--- src/include/ptr_defs.vh ---
`ifndef PTR_DEFS_VH
`define PTR_DEFS_VH

// ************************************************************
// Register map
// ************************************************************
`define PTR_ADDR_W          5
`define PTR_ADDR_DRV_TEST   5'h1b
`define PTR_ADDR_EXTRA_CTL  5'h1c
`define PTR_DATA_W          16
`define PTR_RESET_LOW8      8'h00
`define PTR_RESET_TALLY     8'h00
`define PTR_RESET_RDATA     16'h0000
`define PTR_TALLY_MAX       8'hff

// ************************************************************
// Field positions
// ************************************************************
`define PTR_TALLY_HI        15
`define PTR_TALLY_LO        8
`define PTR_LOW_HI          7
`define PTR_BIT_NONSTOP     5
`define PTR_BIT_PATT_ON     4
`define PTR_BIT_GAP_SEL     2
`define PTR_SEL_HI          1
`define PTR_SEL_LO          0
`define PTR_BIT_SOFT_RESET  9

// ************************************************************
// Pattern choices
// ************************************************************
`define PTR_PAT_EOP0        2'h0
`define PTR_PAT_EOP1        2'h1
`define PTR_PAT_LINK_PULSE  2'h2
`define PTR_PAT_TONE        2'h3

// ************************************************************
// Timing
// ************************************************************
`define PTR_CLK_PERIOD_NS   20
`define PTR_GAP_SHORT_NS    10000
`define PTR_GAP_LONG_NS     15000
`define PTR_SRESET_NS       1000
// Counts at the 20 ns clock, sized for the 10-bit counters
`define PTR_GAP_SHORT_CYC   10'h1f4
`define PTR_GAP_LONG_CYC    10'h2ee
`define PTR_SRESET_CYC      10'h032
`define PTR_CNT_W           10

`endif

--- src/hdl/ptr_test_ctrl.v ---
`timescale 1ns/1ps
`include "ptr_defs.vh"

module ptr_test_ctrl (
    // Clock and reset
    input  wire        sys_clk,
    input  wire        rst,
    input  wire        ce,
    // Management register port
    input  wire [4:0]  reg_addr,
    input  wire [15:0] reg_wdata,
    input  wire        reg_we,
    input  wire        reg_re,
    output reg  [15:0] reg_rdata,
    // Self-test status from the packet checker
    input  wire        selftest_start,
    input  wire        selftest_active,
    input  wire        nibble_error,
    // Line-side context
    input  wire        ten_meg_mode,
    input  wire        babble_guard_off,
    input  wire        seq_done,
    // Line driver controls
    output reg         nonstop_prbs_transmit,
    output reg         seq_start,
    output reg  [1:0]  seq_kind,
    output reg         tone_on,
    output reg         jabber_enable,
    output reg         core_reset
);

    localparam [9:0] GAP_SHORT = `PTR_GAP_SHORT_CYC - 10'h001;
    localparam [9:0] GAP_LONG  = `PTR_GAP_LONG_CYC - 10'h001;
    localparam [9:0] SRST_LEN  = `PTR_SRESET_CYC - 10'h001;
    localparam [9:0] CNT_ZERO  = 10'h000;

    localparam [1:0] ST_IDLE = 2'h0;
    localparam [1:0] ST_RUN  = 2'h1;
    localparam [1:0] ST_GAP  = 2'h2;
    localparam [1:0] ST_TONE = 2'h3;

    reg [7:0]  tally_reg;
    reg [7:0]  low_ctl_reg;
    reg        soft_reset_reg;
    reg [9:0]  srst_cnt_reg;
    reg [1:0]  state_reg;
    reg [1:0]  state_next;
    reg [9:0]  gap_cnt_reg;
    reg [9:0]  gap_cnt_next;
    reg        start_next;

    wire wr_drv   = reg_we && (reg_addr == `PTR_ADDR_DRV_TEST);
    wire wr_extra = reg_we && (reg_addr == `PTR_ADDR_EXTRA_CTL);
    wire patt_on  = low_ctl_reg[`PTR_BIT_PATT_ON];
    wire gap_long = low_ctl_reg[`PTR_BIT_GAP_SEL];
    wire [1:0] choice = low_ctl_reg[`PTR_SEL_HI:`PTR_SEL_LO];
    wire is_tone  = (choice == `PTR_PAT_TONE);
    wire tally_step = selftest_active && nibble_error && (tally_reg != `PTR_TALLY_MAX);
    // Only the soft-reset bit is backed by storage
    wire [15:0] extra_rd = {{(`PTR_DATA_W - 1 - `PTR_BIT_SOFT_RESET){1'b0}}, soft_reset_reg,
                            {`PTR_BIT_SOFT_RESET{1'b0}}};

    // ************************************************************
    // Driver test control byte
    // ************************************************************
    always @(posedge sys_clk) begin
        if (rst) begin
            low_ctl_reg <= `PTR_RESET_LOW8;
        end else if (ce && wr_drv) begin
            // Reserved bits 7:6 and 3 kept as plain storage
            low_ctl_reg <= reg_wdata[`PTR_LOW_HI:0];
        end
    end

    // ************************************************************
    // Self-test error tally
    // ************************************************************
    always @(posedge sys_clk) begin
        if (rst) begin
            tally_reg <= `PTR_RESET_TALLY;
        end else if (ce) begin
            // restart clears tally
            // Restart wins over an error in the same cycle
            if (selftest_start) begin
                tally_reg <= `PTR_RESET_TALLY;
            end else if (tally_step) begin
                tally_reg <= tally_reg + 8'h01;
            end
        end
    end

    // ************************************************************
    // Self-clearing soft reset
    // ************************************************************
    always @(posedge sys_clk) begin
        if (rst) begin
            soft_reset_reg <= 1'b0;
            srst_cnt_reg   <= CNT_ZERO;
        end else if (ce) begin
            if (soft_reset_reg) begin
                if (srst_cnt_reg == SRST_LEN) begin
                    soft_reset_reg <= 1'b0;
                    srst_cnt_reg   <= CNT_ZERO;
                end else begin
                    srst_cnt_reg <= srst_cnt_reg + 10'h001;
                end
            // Request while busy is dropped, not queued
            end else if (wr_extra && reg_wdata[`PTR_BIT_SOFT_RESET]) begin
                soft_reset_reg <= 1'b1;
            end
        end
    end

    // ************************************************************
    // Read data
    // ************************************************************
    always @(posedge sys_clk) begin
        if (rst) begin
            reg_rdata <= `PTR_RESET_RDATA;
        end else if (ce && reg_re) begin
            case (reg_addr)
                `PTR_ADDR_DRV_TEST: begin
                    reg_rdata <= {tally_reg, low_ctl_reg};
                end
                `PTR_ADDR_EXTRA_CTL: begin
                    reg_rdata <= extra_rd;
                end
                default: begin
                    reg_rdata <= `PTR_RESET_RDATA;
                end
            endcase
        end
    end

    // ************************************************************
    // Pattern sequencer
    // ************************************************************
    always @* begin
        state_next   = state_reg;
        gap_cnt_next = gap_cnt_reg;
        start_next   = 1'b0;
        case (state_reg)
            ST_IDLE: begin
                if (patt_on) begin
                    if (is_tone) begin
                        state_next = ST_TONE;
                    end else begin
                        start_next = 1'b1;
                        state_next = ST_RUN;
                    end
                end
            end
            ST_RUN: begin
                if (seq_done) begin
                    gap_cnt_next = gap_long ? GAP_LONG : GAP_SHORT;
                    state_next   = ST_GAP;
                end
            end
            ST_GAP: begin
                if (gap_cnt_reg == CNT_ZERO) begin
                    start_next = 1'b1;
                    state_next = ST_RUN;
                end else begin
                    gap_cnt_next = gap_cnt_reg - 10'h001;
                end
            end
            ST_TONE: begin
                if (!is_tone) begin
                    state_next = ST_IDLE;
                end
            end
            default: begin
                state_next = ST_IDLE;
            end
        endcase
        // Leaving or entering tone restarts cleanly
        if (!patt_on || (is_tone && state_reg != ST_TONE && state_reg != ST_IDLE)) begin
            state_next = ST_IDLE;
            start_next = 1'b0;
        end
    end

    // ************************************************************
    // Output stage
    // ************************************************************
    // Every line control leaves from a flop, so the driver sees no glitches
    always @(posedge sys_clk) begin
        if (rst) begin
            state_reg             <= ST_IDLE;
            gap_cnt_reg           <= CNT_ZERO;
            seq_start             <= 1'b0;
            seq_kind              <= `PTR_PAT_EOP0;
            tone_on               <= 1'b0;
            nonstop_prbs_transmit <= 1'b0;
            jabber_enable         <= 1'b1;
            core_reset            <= 1'b0;
        end else if (ce) begin
            core_reset <= soft_reset_reg;
            if (soft_reset_reg) begin
                state_reg             <= ST_IDLE;
                gap_cnt_reg           <= CNT_ZERO;
                seq_start             <= 1'b0;
                tone_on               <= 1'b0;
                nonstop_prbs_transmit <= 1'b0;
            end else begin
                state_reg   <= state_next;
                gap_cnt_reg <= gap_cnt_next;
                seq_start   <= start_next;
                seq_kind    <= choice;
                tone_on     <= (state_next == ST_TONE);
                // endless PRBS; jabber off only at 10 Mb with babble_guard_off set
                nonstop_prbs_transmit <= low_ctl_reg[`PTR_BIT_NONSTOP] && selftest_active;
            end
            jabber_enable <= !(ten_meg_mode && babble_guard_off);
        end
    end

endmodule // ptr_test_ctrl

--- config.mk ---
export PLATFORM = sky130hd
export DESIGN_NAME = ptr_test_ctrl
export DESIGN_NICKNAME = d
export VERILOG_FILES = /design/src/hdl/ptr_test_ctrl.v
export VERILOG_INCLUDE_DIRS = /design/src /design/src/include
export SDC_FILE = /design/constraint.sdc
export NUM_CORES = 1
export LEC_CHECK = 0
export ABC_AREA = 1
export BUFFER_PORTS_ARGS = -buffer_cell sky130_fd_sc_hd__buf_2
export CORE_MARGIN = 1.5
export CORE_UTILIZATION = 50
export DETAILED_ROUTE_END_ITERATION = 6
export MAX_ROUTING_LAYER = met4
export PLACE_DENSITY = 0.76
export SETUP_SLACK_MARGIN = 0.3
export SLEW_MARGIN = 20
export SYNTH_ARGS = -nofsm -noshare
export SYNTH_HDL_FRONTEND = slang
export SYNTH_SLANG_ARGS = --single-unit
export TNS_END_PERCENT = 30
--- constraint.sdc ---
create_clock -name sys_clk -period 1.55 [get_ports sys_clk]
set_input_delay 0.2325 -clock sys_clk [delete_from_list [all_inputs] [get_ports sys_clk]]
set_output_delay 0.2325 -clock sys_clk [all_outputs]
set_load 0.05 [all_outputs]
==> qor.yml, run 1 <==
yosys:
  synth-simple-area-share: 0.304
  synth-main-ff-cell: "dfxtp_1"
  synth_cell_types: 38
  synth-seq-area-share: 0.405
  synth_compound_area_frac: 0.176
  synth_seq_cells: 62
  synth_top_family_by_area: "simple AND/OR/NAND/NOR gates"
  async_flop_share: 0
  avgSynthCellArea_um2: 7.20
  synthMuxAreaShare: 0
  synth_edf_count: 0
  syn_nets: 462
  yosys.area_share.adder: 0.0163
  ys.warnings.count: 0
  netlist_area_um2: 3070
  syn_inst: 426
  synth_xor_area_frac: 0.00857
status:
  outcome: "completed"
clock_network:
  clk_latency_ns: 0.33
  htreeDepth: 3
  tritoncts: "yes"
  clk_pin_slew_ns: 0.07
  cts_buffer_depth: 2
  cts_buffers: 9
  clock_sinks: 62
  root_buffer: "clkbuf_8"
power_and_ir_drop:
  p_sw_uw: 870
  leakage_nw: 1.66
  power_density_nw_per_um2: 881
  clockPowerShare: 0.424
  internal-power_mw: 2.59
  power_frac_seq: 0.475
  ir_worst_vdd_v: 0.000889
  p_comb_frac: 0.101
  p_sw_frac: 0.251
global_route:
  grt_max_degree: 31
  overflow: 0
  grt_usage: 0.247
  antenna_found_initial: 0
  grt_pass1_vias: 2789
  grt_pass1_wl_um: 12200
timing:
  setup_tns_ns: 0
  finClkSkew_ns: 0.00581
  fin_crit_sh: 0.945
  grt_setup_unrepaired: "true"
  slew-limit-headroom: 0.742
  maxSlewViolCount: 0
  fmax_ghz: 0.683
  finalHoldWorstSlack_ns: 0.163
  setup_viol: 0
  min_period_ns: 1.46
  worst_pin_slew_ns: 0.387
  hold_viol_final: 0
layout:
  mostFrequentLayoutCells: "nand2_1, dfxtp_1, buf_2"
  antenna_cells: 0
  utilization: 0.664
  syn_to_final_growth_pct: 28.3
  design_area_um2: 3930
  fin_cells: 577
  layout-drive-gt1-share: 0.329
  largest_register_ffs: 16
  layout.nets: 534
  layout_commonest_cell: "nand2_1"
place:
  place_hpwl_um: 5080
  gp_congestion: 0.864
  placed_cells: 551
  io_buffers: 47
  placed_area_um2: 3470
critical_path:
  path_max_fanout: 6
  crit_path_start_kind: "flip-flop"
  cp.arrival_ns: 1.74
  r2r_cells: 8
  crit_required_ns: 1.82
  cp-end-kind: "flip-flop"
  critPathKind: "reg -> reg"
detailed_routing:
  routedWlPerCell_um: 12.8
  routed_wl_um: 7400
  ant_nets: 0
  via_count: 3037
  drc: 0
  via_per_inst: 5.26
  drtPass1Iterations: 5
  drt-initial-drc-count: 97
worst_hold_path:
  hp-class: "in -> reg"
  hold_depth: 3
floorplanning:
  io_pins: 55
  core_area_um2: 5920
  die_w_um: 81.3
  design.die.area_um2: 6610
  fp-row-count: 28
  die_y_um: 81.3
  start_util: 0.518
flow_run:
  drv_cap: 0
## logic make-up after synthesis
family	after synthesis
simple gates	198
compound gates	96
buf+inv	63
flops	62
fa+ha+maj	4
xor+xnor	3
## repair_timing
action,4_1_cts,5_1_grt
endpoints found under the setup margin,29,33
setup buffers,7,2
resized for setup,19,22
hold buffers,0,0
pin swaps,12,8
cloned,2,0
## synth_stat cells (2+ instances only)
library cell | n | area share
inv_1 | 34 | 0.042
nor2_2 | 3 | 0.0061
ha_1 | 4 | 0.016
a21oi_2 | 4 | 0.011
nor3_1 | 14 | 0.023
inv_2 | 12 | 0.015
clkbuf_1 | 9 | 0.011
nand3b_1 | 2 | 0.0049
o21ai_0 | 21 | 0.034
o211ai_1 | 3 | 0.0073
a21oi_1 | 48 | 0.078
nand2_2 | 10 | 0.020
o21ai_2 | 2 | 0.0057
o21ai_1 | 11 | 0.018
nand3_1 | 34 | 0.056
xor2_1 | 3 | 0.0086
o21bai_1 | 2 | 0.0049
nand2_4 | 4 | 0.015
buf_4 | 2 | 0.0049
nor3_2 | 2 | 0.0065
nand2_1 | 80 | 0.098
dfxtp_1 | 62 | 0.40
nor2_1 | 37 | 0.045
nand4_1 | 7 | 0.014
buf_2 | 3 | 0.0049
## worst max-delay path: stages (launching register included)
cell and delay (ns):
dfxtp_2 0.35, ha_4 0.14, nand2_2 0.06, nor2_2 0.13
nand2_2 0.09, o21bai_4 0.21, nand2_4 0.13, o21ai_1 0.12
o211a_1 0.16
## cell type report
type / instances / area [um2]
Clock buffer: 12 / 165
Clock inverter: 3 / 42.5
Fill cell: 495 / 1990
Inverter: 47 / 181
Multi-Input combinational cell: 303 / 1740
Sequential cell: 62 / 1250
Tap cell: 75 / 93.8
Timing Repair Buffer: 75 / 465
## per-layer routing
metal	vias up	part of all wire	wire, um	track usage
li1	1553	-	-	-
met1	1389	0.45	3300	0.297
met2	83	0.50	3670	0.402
met3	12	0.046	339	0.0596
met4	0	0.011	85	0.0828
met5	-	0	0	-
## through the flow
step,power (mW),worst slack (ns)
floorplan,1.90,0.114
CTS,3.49,0.126
global placement,2.00,0.0613
detailed placement,2.00,0.0332
finish,3.46,0.0854
global route,3.58,0.0191
## final timing paths
check | startpoint | to | slack (ns)
worst max-delay path | tally_reg[1] | tally_reg[0] | 0.09
worst min-delay path | reg_wdata[2] | low_ctl_reg[2] | 0.16
worst max register to register | tally_reg[1] | tally_reg[0] | 0.09
worst min register to register | jabber_enable | jabber_enable | 0.46
## power groups by stage
| stage | Sequential (mW) | Clock (mW) | Combinational [mW] |
|---|---|---|---|
| after floorplan | 1.78 | 0 | 0.121 |
| after global placement | 1.68 | 0 | 0.319 |
| after detailed placement | 1.68 | 0 | 0.324 |
| after CTS | 1.64 | 1.50 | 0.342 |
| after global routing | 1.65 | 1.55 | 0.378 |
| final | 1.64 | 1.47 | 0.350 |
Note: power is estimated with default switching activity, not from simulation.
==> run 2: changes to the inputs <==
--- a/config.mk
+++ b/config.mk
@@ -8,7 +8,7 @@
 export LEC_CHECK = 0
 export ABC_AREA = 1
 export BUFFER_PORTS_ARGS = -buffer_cell sky130_fd_sc_hd__buf_2
-export CORE_MARGIN = 1.5
+export CORE_ASPECT_RATIO = 0.9
 export CORE_UTILIZATION = 50
 export DETAILED_ROUTE_END_ITERATION = 6
 export MAX_ROUTING_LAYER = met4
==> run 2 against run 1 <==
Against the previous run:
- the flow now finishes with violations (DRC)
- sequential cell count unchanged
- setup slack improved by 0.033 ns
- sequential share of layout area shrank 0.49 points
- critical path depth down 1
- critical endpoint is now srst_cnt_reg[8]
==> qor.yml, run 2 (synthesized netlist as in run 1, its figures left out) <==
status:
  outcome: "complete, but fails checks"  # was completed
  violations: "DRC"
layout:
  layout-drive-gt1-share: 0.349  # was 0.329
  multi_input_area_um2: 1770  # was 1740 um2
  layout_commonest_cell: "nand2_1"  # unchanged
  mostFrequentLayoutCells: "nand2_1, dfxtp_1, buf_2"  # unchanged
  layout.nets: 538  # was 534
  design_area_um2: 4010  # was 3930 um2
  antenna_cells: 0  # unchanged
  largest_register_ffs: 16  # unchanged
  syn_to_final_growth_pct: 30.9  # was 28.3%
  register_area_um2: 1250  # about the same
  fillers: 476  # was 495
worst_hold_path:
  hp-class: "in -> reg"  # unchanged
critical_path:
  cp_cell_sequence: "buf_4, ha_1, nand4_1, nor3_2, nand2_1, nand2_1, nor3b_1"  # was ha_4, nand2_2, nor2_2, nand2_2, o21bai_4, nand2_4, o21ai_1, o211a_1
  cp.arrival_ns: 1.69  # was 1.74 ns
  cp-end-kind: "flip-flop"  # unchanged
  path_max_fanout: 5  # was 6
  crit_top_cell: "nand2_1"  # was nand2_2
  crit_slowest_cell: "dfxtp_2"  # unchanged
  crit_path_start_kind: "flip-flop"  # unchanged
  slowest_delay_ns: 0.36  # was 0.35 ns
  cpLargestDelayFamily: "simple AND/OR/NAND/NOR gates"  # was compound AO/OA/AOI/OAI gates
  critPathKind: "reg -> reg"  # unchanged
  crit_required_ns: 1.81  # was 1.82 ns
  path_buf_inv: 1  # was 0
timing:
  slew-limit-headroom: 0.772  # was 0.742
  hold_viol_final: 0  # unchanged
  maxSlewViolCount: 0  # unchanged
  fmax_ghz: 0.698  # was 0.683 GHz
  grt_setup_unrepaired: "true"  # unchanged
  worst_pin_slew_ns: 0.339  # was 0.387 ns
  fin_crit_sh: 0.924  # was 0.945
  finClkSkew_ns: 0.00873  # was 0.00581 ns
  min_period_ns: 1.43  # was 1.46 ns
  setup_tns_ns: 0  # unchanged
  setup_viol: 0  # unchanged
power_and_ir_drop:
  leakage_nw: 1.71  # was 1.66 nW
  internal-power_mw: 2.73  # was 2.59 mW
  ir_worst_vdd_v: 0.000721  # was 0.000889 V
  power_density_nw_per_um2: 905  # was 881 nW/um2
  p_sw_uw: 903  # was 870 uW
  power_frac_seq: 0.453  # was 0.475
  clockPowerShare: 0.448  # was 0.424
  p_sw_frac: 0.249  # was 0.251
  p_comb_frac: 0.099  # was 0.101
global_route:
  antenna_found_initial: 0  # unchanged
  grt_max_degree: 23  # was 31
  grt_pass1_wl_um: 13200  # was 12,200 um
  grt_pass1_vias: 2936  # was 2,789
  overflow: 0  # unchanged
  grt_usage: 0.263  # was 0.247
place:
  placed_area_um2: 3490  # was 3470 um2
  io_buffers: 47  # unchanged
  place_hpwl_um: 5360  # was 5080 um
  gp_congestion: 0.872  # was 0.864
detailed_routing:
  routed_wl_um: 8100  # was 7400 um
  drc: 12  # was 0
  routedWlPerCell_um: 14.0  # was 12.8 um
  drtPass1Iterations: 7  # was 5
  ant_nets: 0  # unchanged
  via_count: 3124  # was 3,037
  drt-initial-drc-count: 171  # was 97
  via_per_inst: 5.41  # was 5.26
floorplanning:
  core_area_um2: 5790  # was 5920 um2
  die_y_um: 76.3  # was 81.3 um
  die_w_um: 84.5  # was 81.3 um
  design.die.area_um2: 6450  # was 6610 um2
  fp-row-count: 26  # was 28
  start_util: 0.529  # was 0.518
  io_pins: 55  # unchanged
clock_network:
  root_buffer: "clkbuf_8"  # unchanged
  cts_buffers: 9  # unchanged
  tritoncts: "yes"  # unchanged
  clk_pin_slew_ns: 0.07  # about the same
  clock_sinks: 62  # unchanged
  cts_buffer_depth: 2  # unchanged
  clk_latency_ns: 0.34  # was 0.33 ns
  htreeDepth: 3  # unchanged
flow_run:
  drv_cap: 0  # unchanged
-- run 2: per-stage QoR --
| step | instances | setup slack [ns] | total power [mW] | hold slack [ns] | util |
|---|---|---|---|---|---|
| floorplan | 426 | 0.114 | 1.90 | 0.393 | - |
| global placement | 549 | 0.0350 | 2.01 | 0.442 | 0.602 |
| detailed placement | 549 | 0.0339 | 2.01 | 0.450 | 0.602 |
| CTS | 574 | 0.126 | 3.65 | 0.150 | 0.677 |
| global route | 577 | 0.0373 | 3.75 | 0.171 | 0.693 |
| finish | 577 | 0.118 | 3.63 | 0.154 | 0.693 |
-- run 2: metal layers --
metal | vias to the layer above | global-route usage | share of wire
li1 | 1563 | - | -
met4 | 0 | 0.0864 | 0.016
met2 | 96 | 0.428 | 0.47
met3 | 13 | 0.0542 | 0.054
met5 | - | - | 0
met1 | 1452 | 0.326 | 0.46
-- run 2: what timing repair did --
item	in CTS	in global routing
gates resized for setup	32	18
buffers inserted	7	3
hold buffers	0	0
gates cloned	2	0
pin swaps	16	11
setup endpoints to repair	30	30
-- run 2: power by group through the flow --
stage | logic, mW | clock network, mW | registers (mW)
after detailed placement | 0.332 | 0 | 1.68
final | 0.358 | 1.63 | 1.65
after floorplan | 0.121 | 0 | 1.78
after CTS | 0.351 | 1.66 | 1.65
after global placement | 0.326 | 0 | 1.68
after global routing | 0.383 | 1.72 | 1.65
-- run 2: area by class of cell --
| type | instances | area share |
|---|---|---|
| Tap cell | 70 | 0.0218 |
| Multi-Input combinational cell | 303 | 0.440 |
| Timing Repair Buffer | 79 | 0.123 |
| Clock inverter | 5 | 0.0203 |
| Inverter | 47 | 0.0452 |
| Sequential cell | 62 | 0.312 |
| Clock buffer | 11 | 0.0377 |
-- run 2: worst paths after layout --
check / startpoint / end / slack (ns) / cells past startpoint
worst max register to register: srst_cnt_reg[0] / srst_cnt_reg[8] / 0.12 / 7
worst min-delay path: reg_wdata[6] / low_ctl_reg[6] / 0.15 / 3
worst min register to register: low_ctl_reg[3] / reg_rdata[3] / 0.46 / 2
worst max-delay path: srst_cnt_reg[0] / srst_cnt_reg[8] / 0.12 / 7
-- run 2: tightest hold or removal path, cell delays in order --
cell and delay, ns:
buf_2 0.09, nand3_1 0.06, a21oi_1 0.06
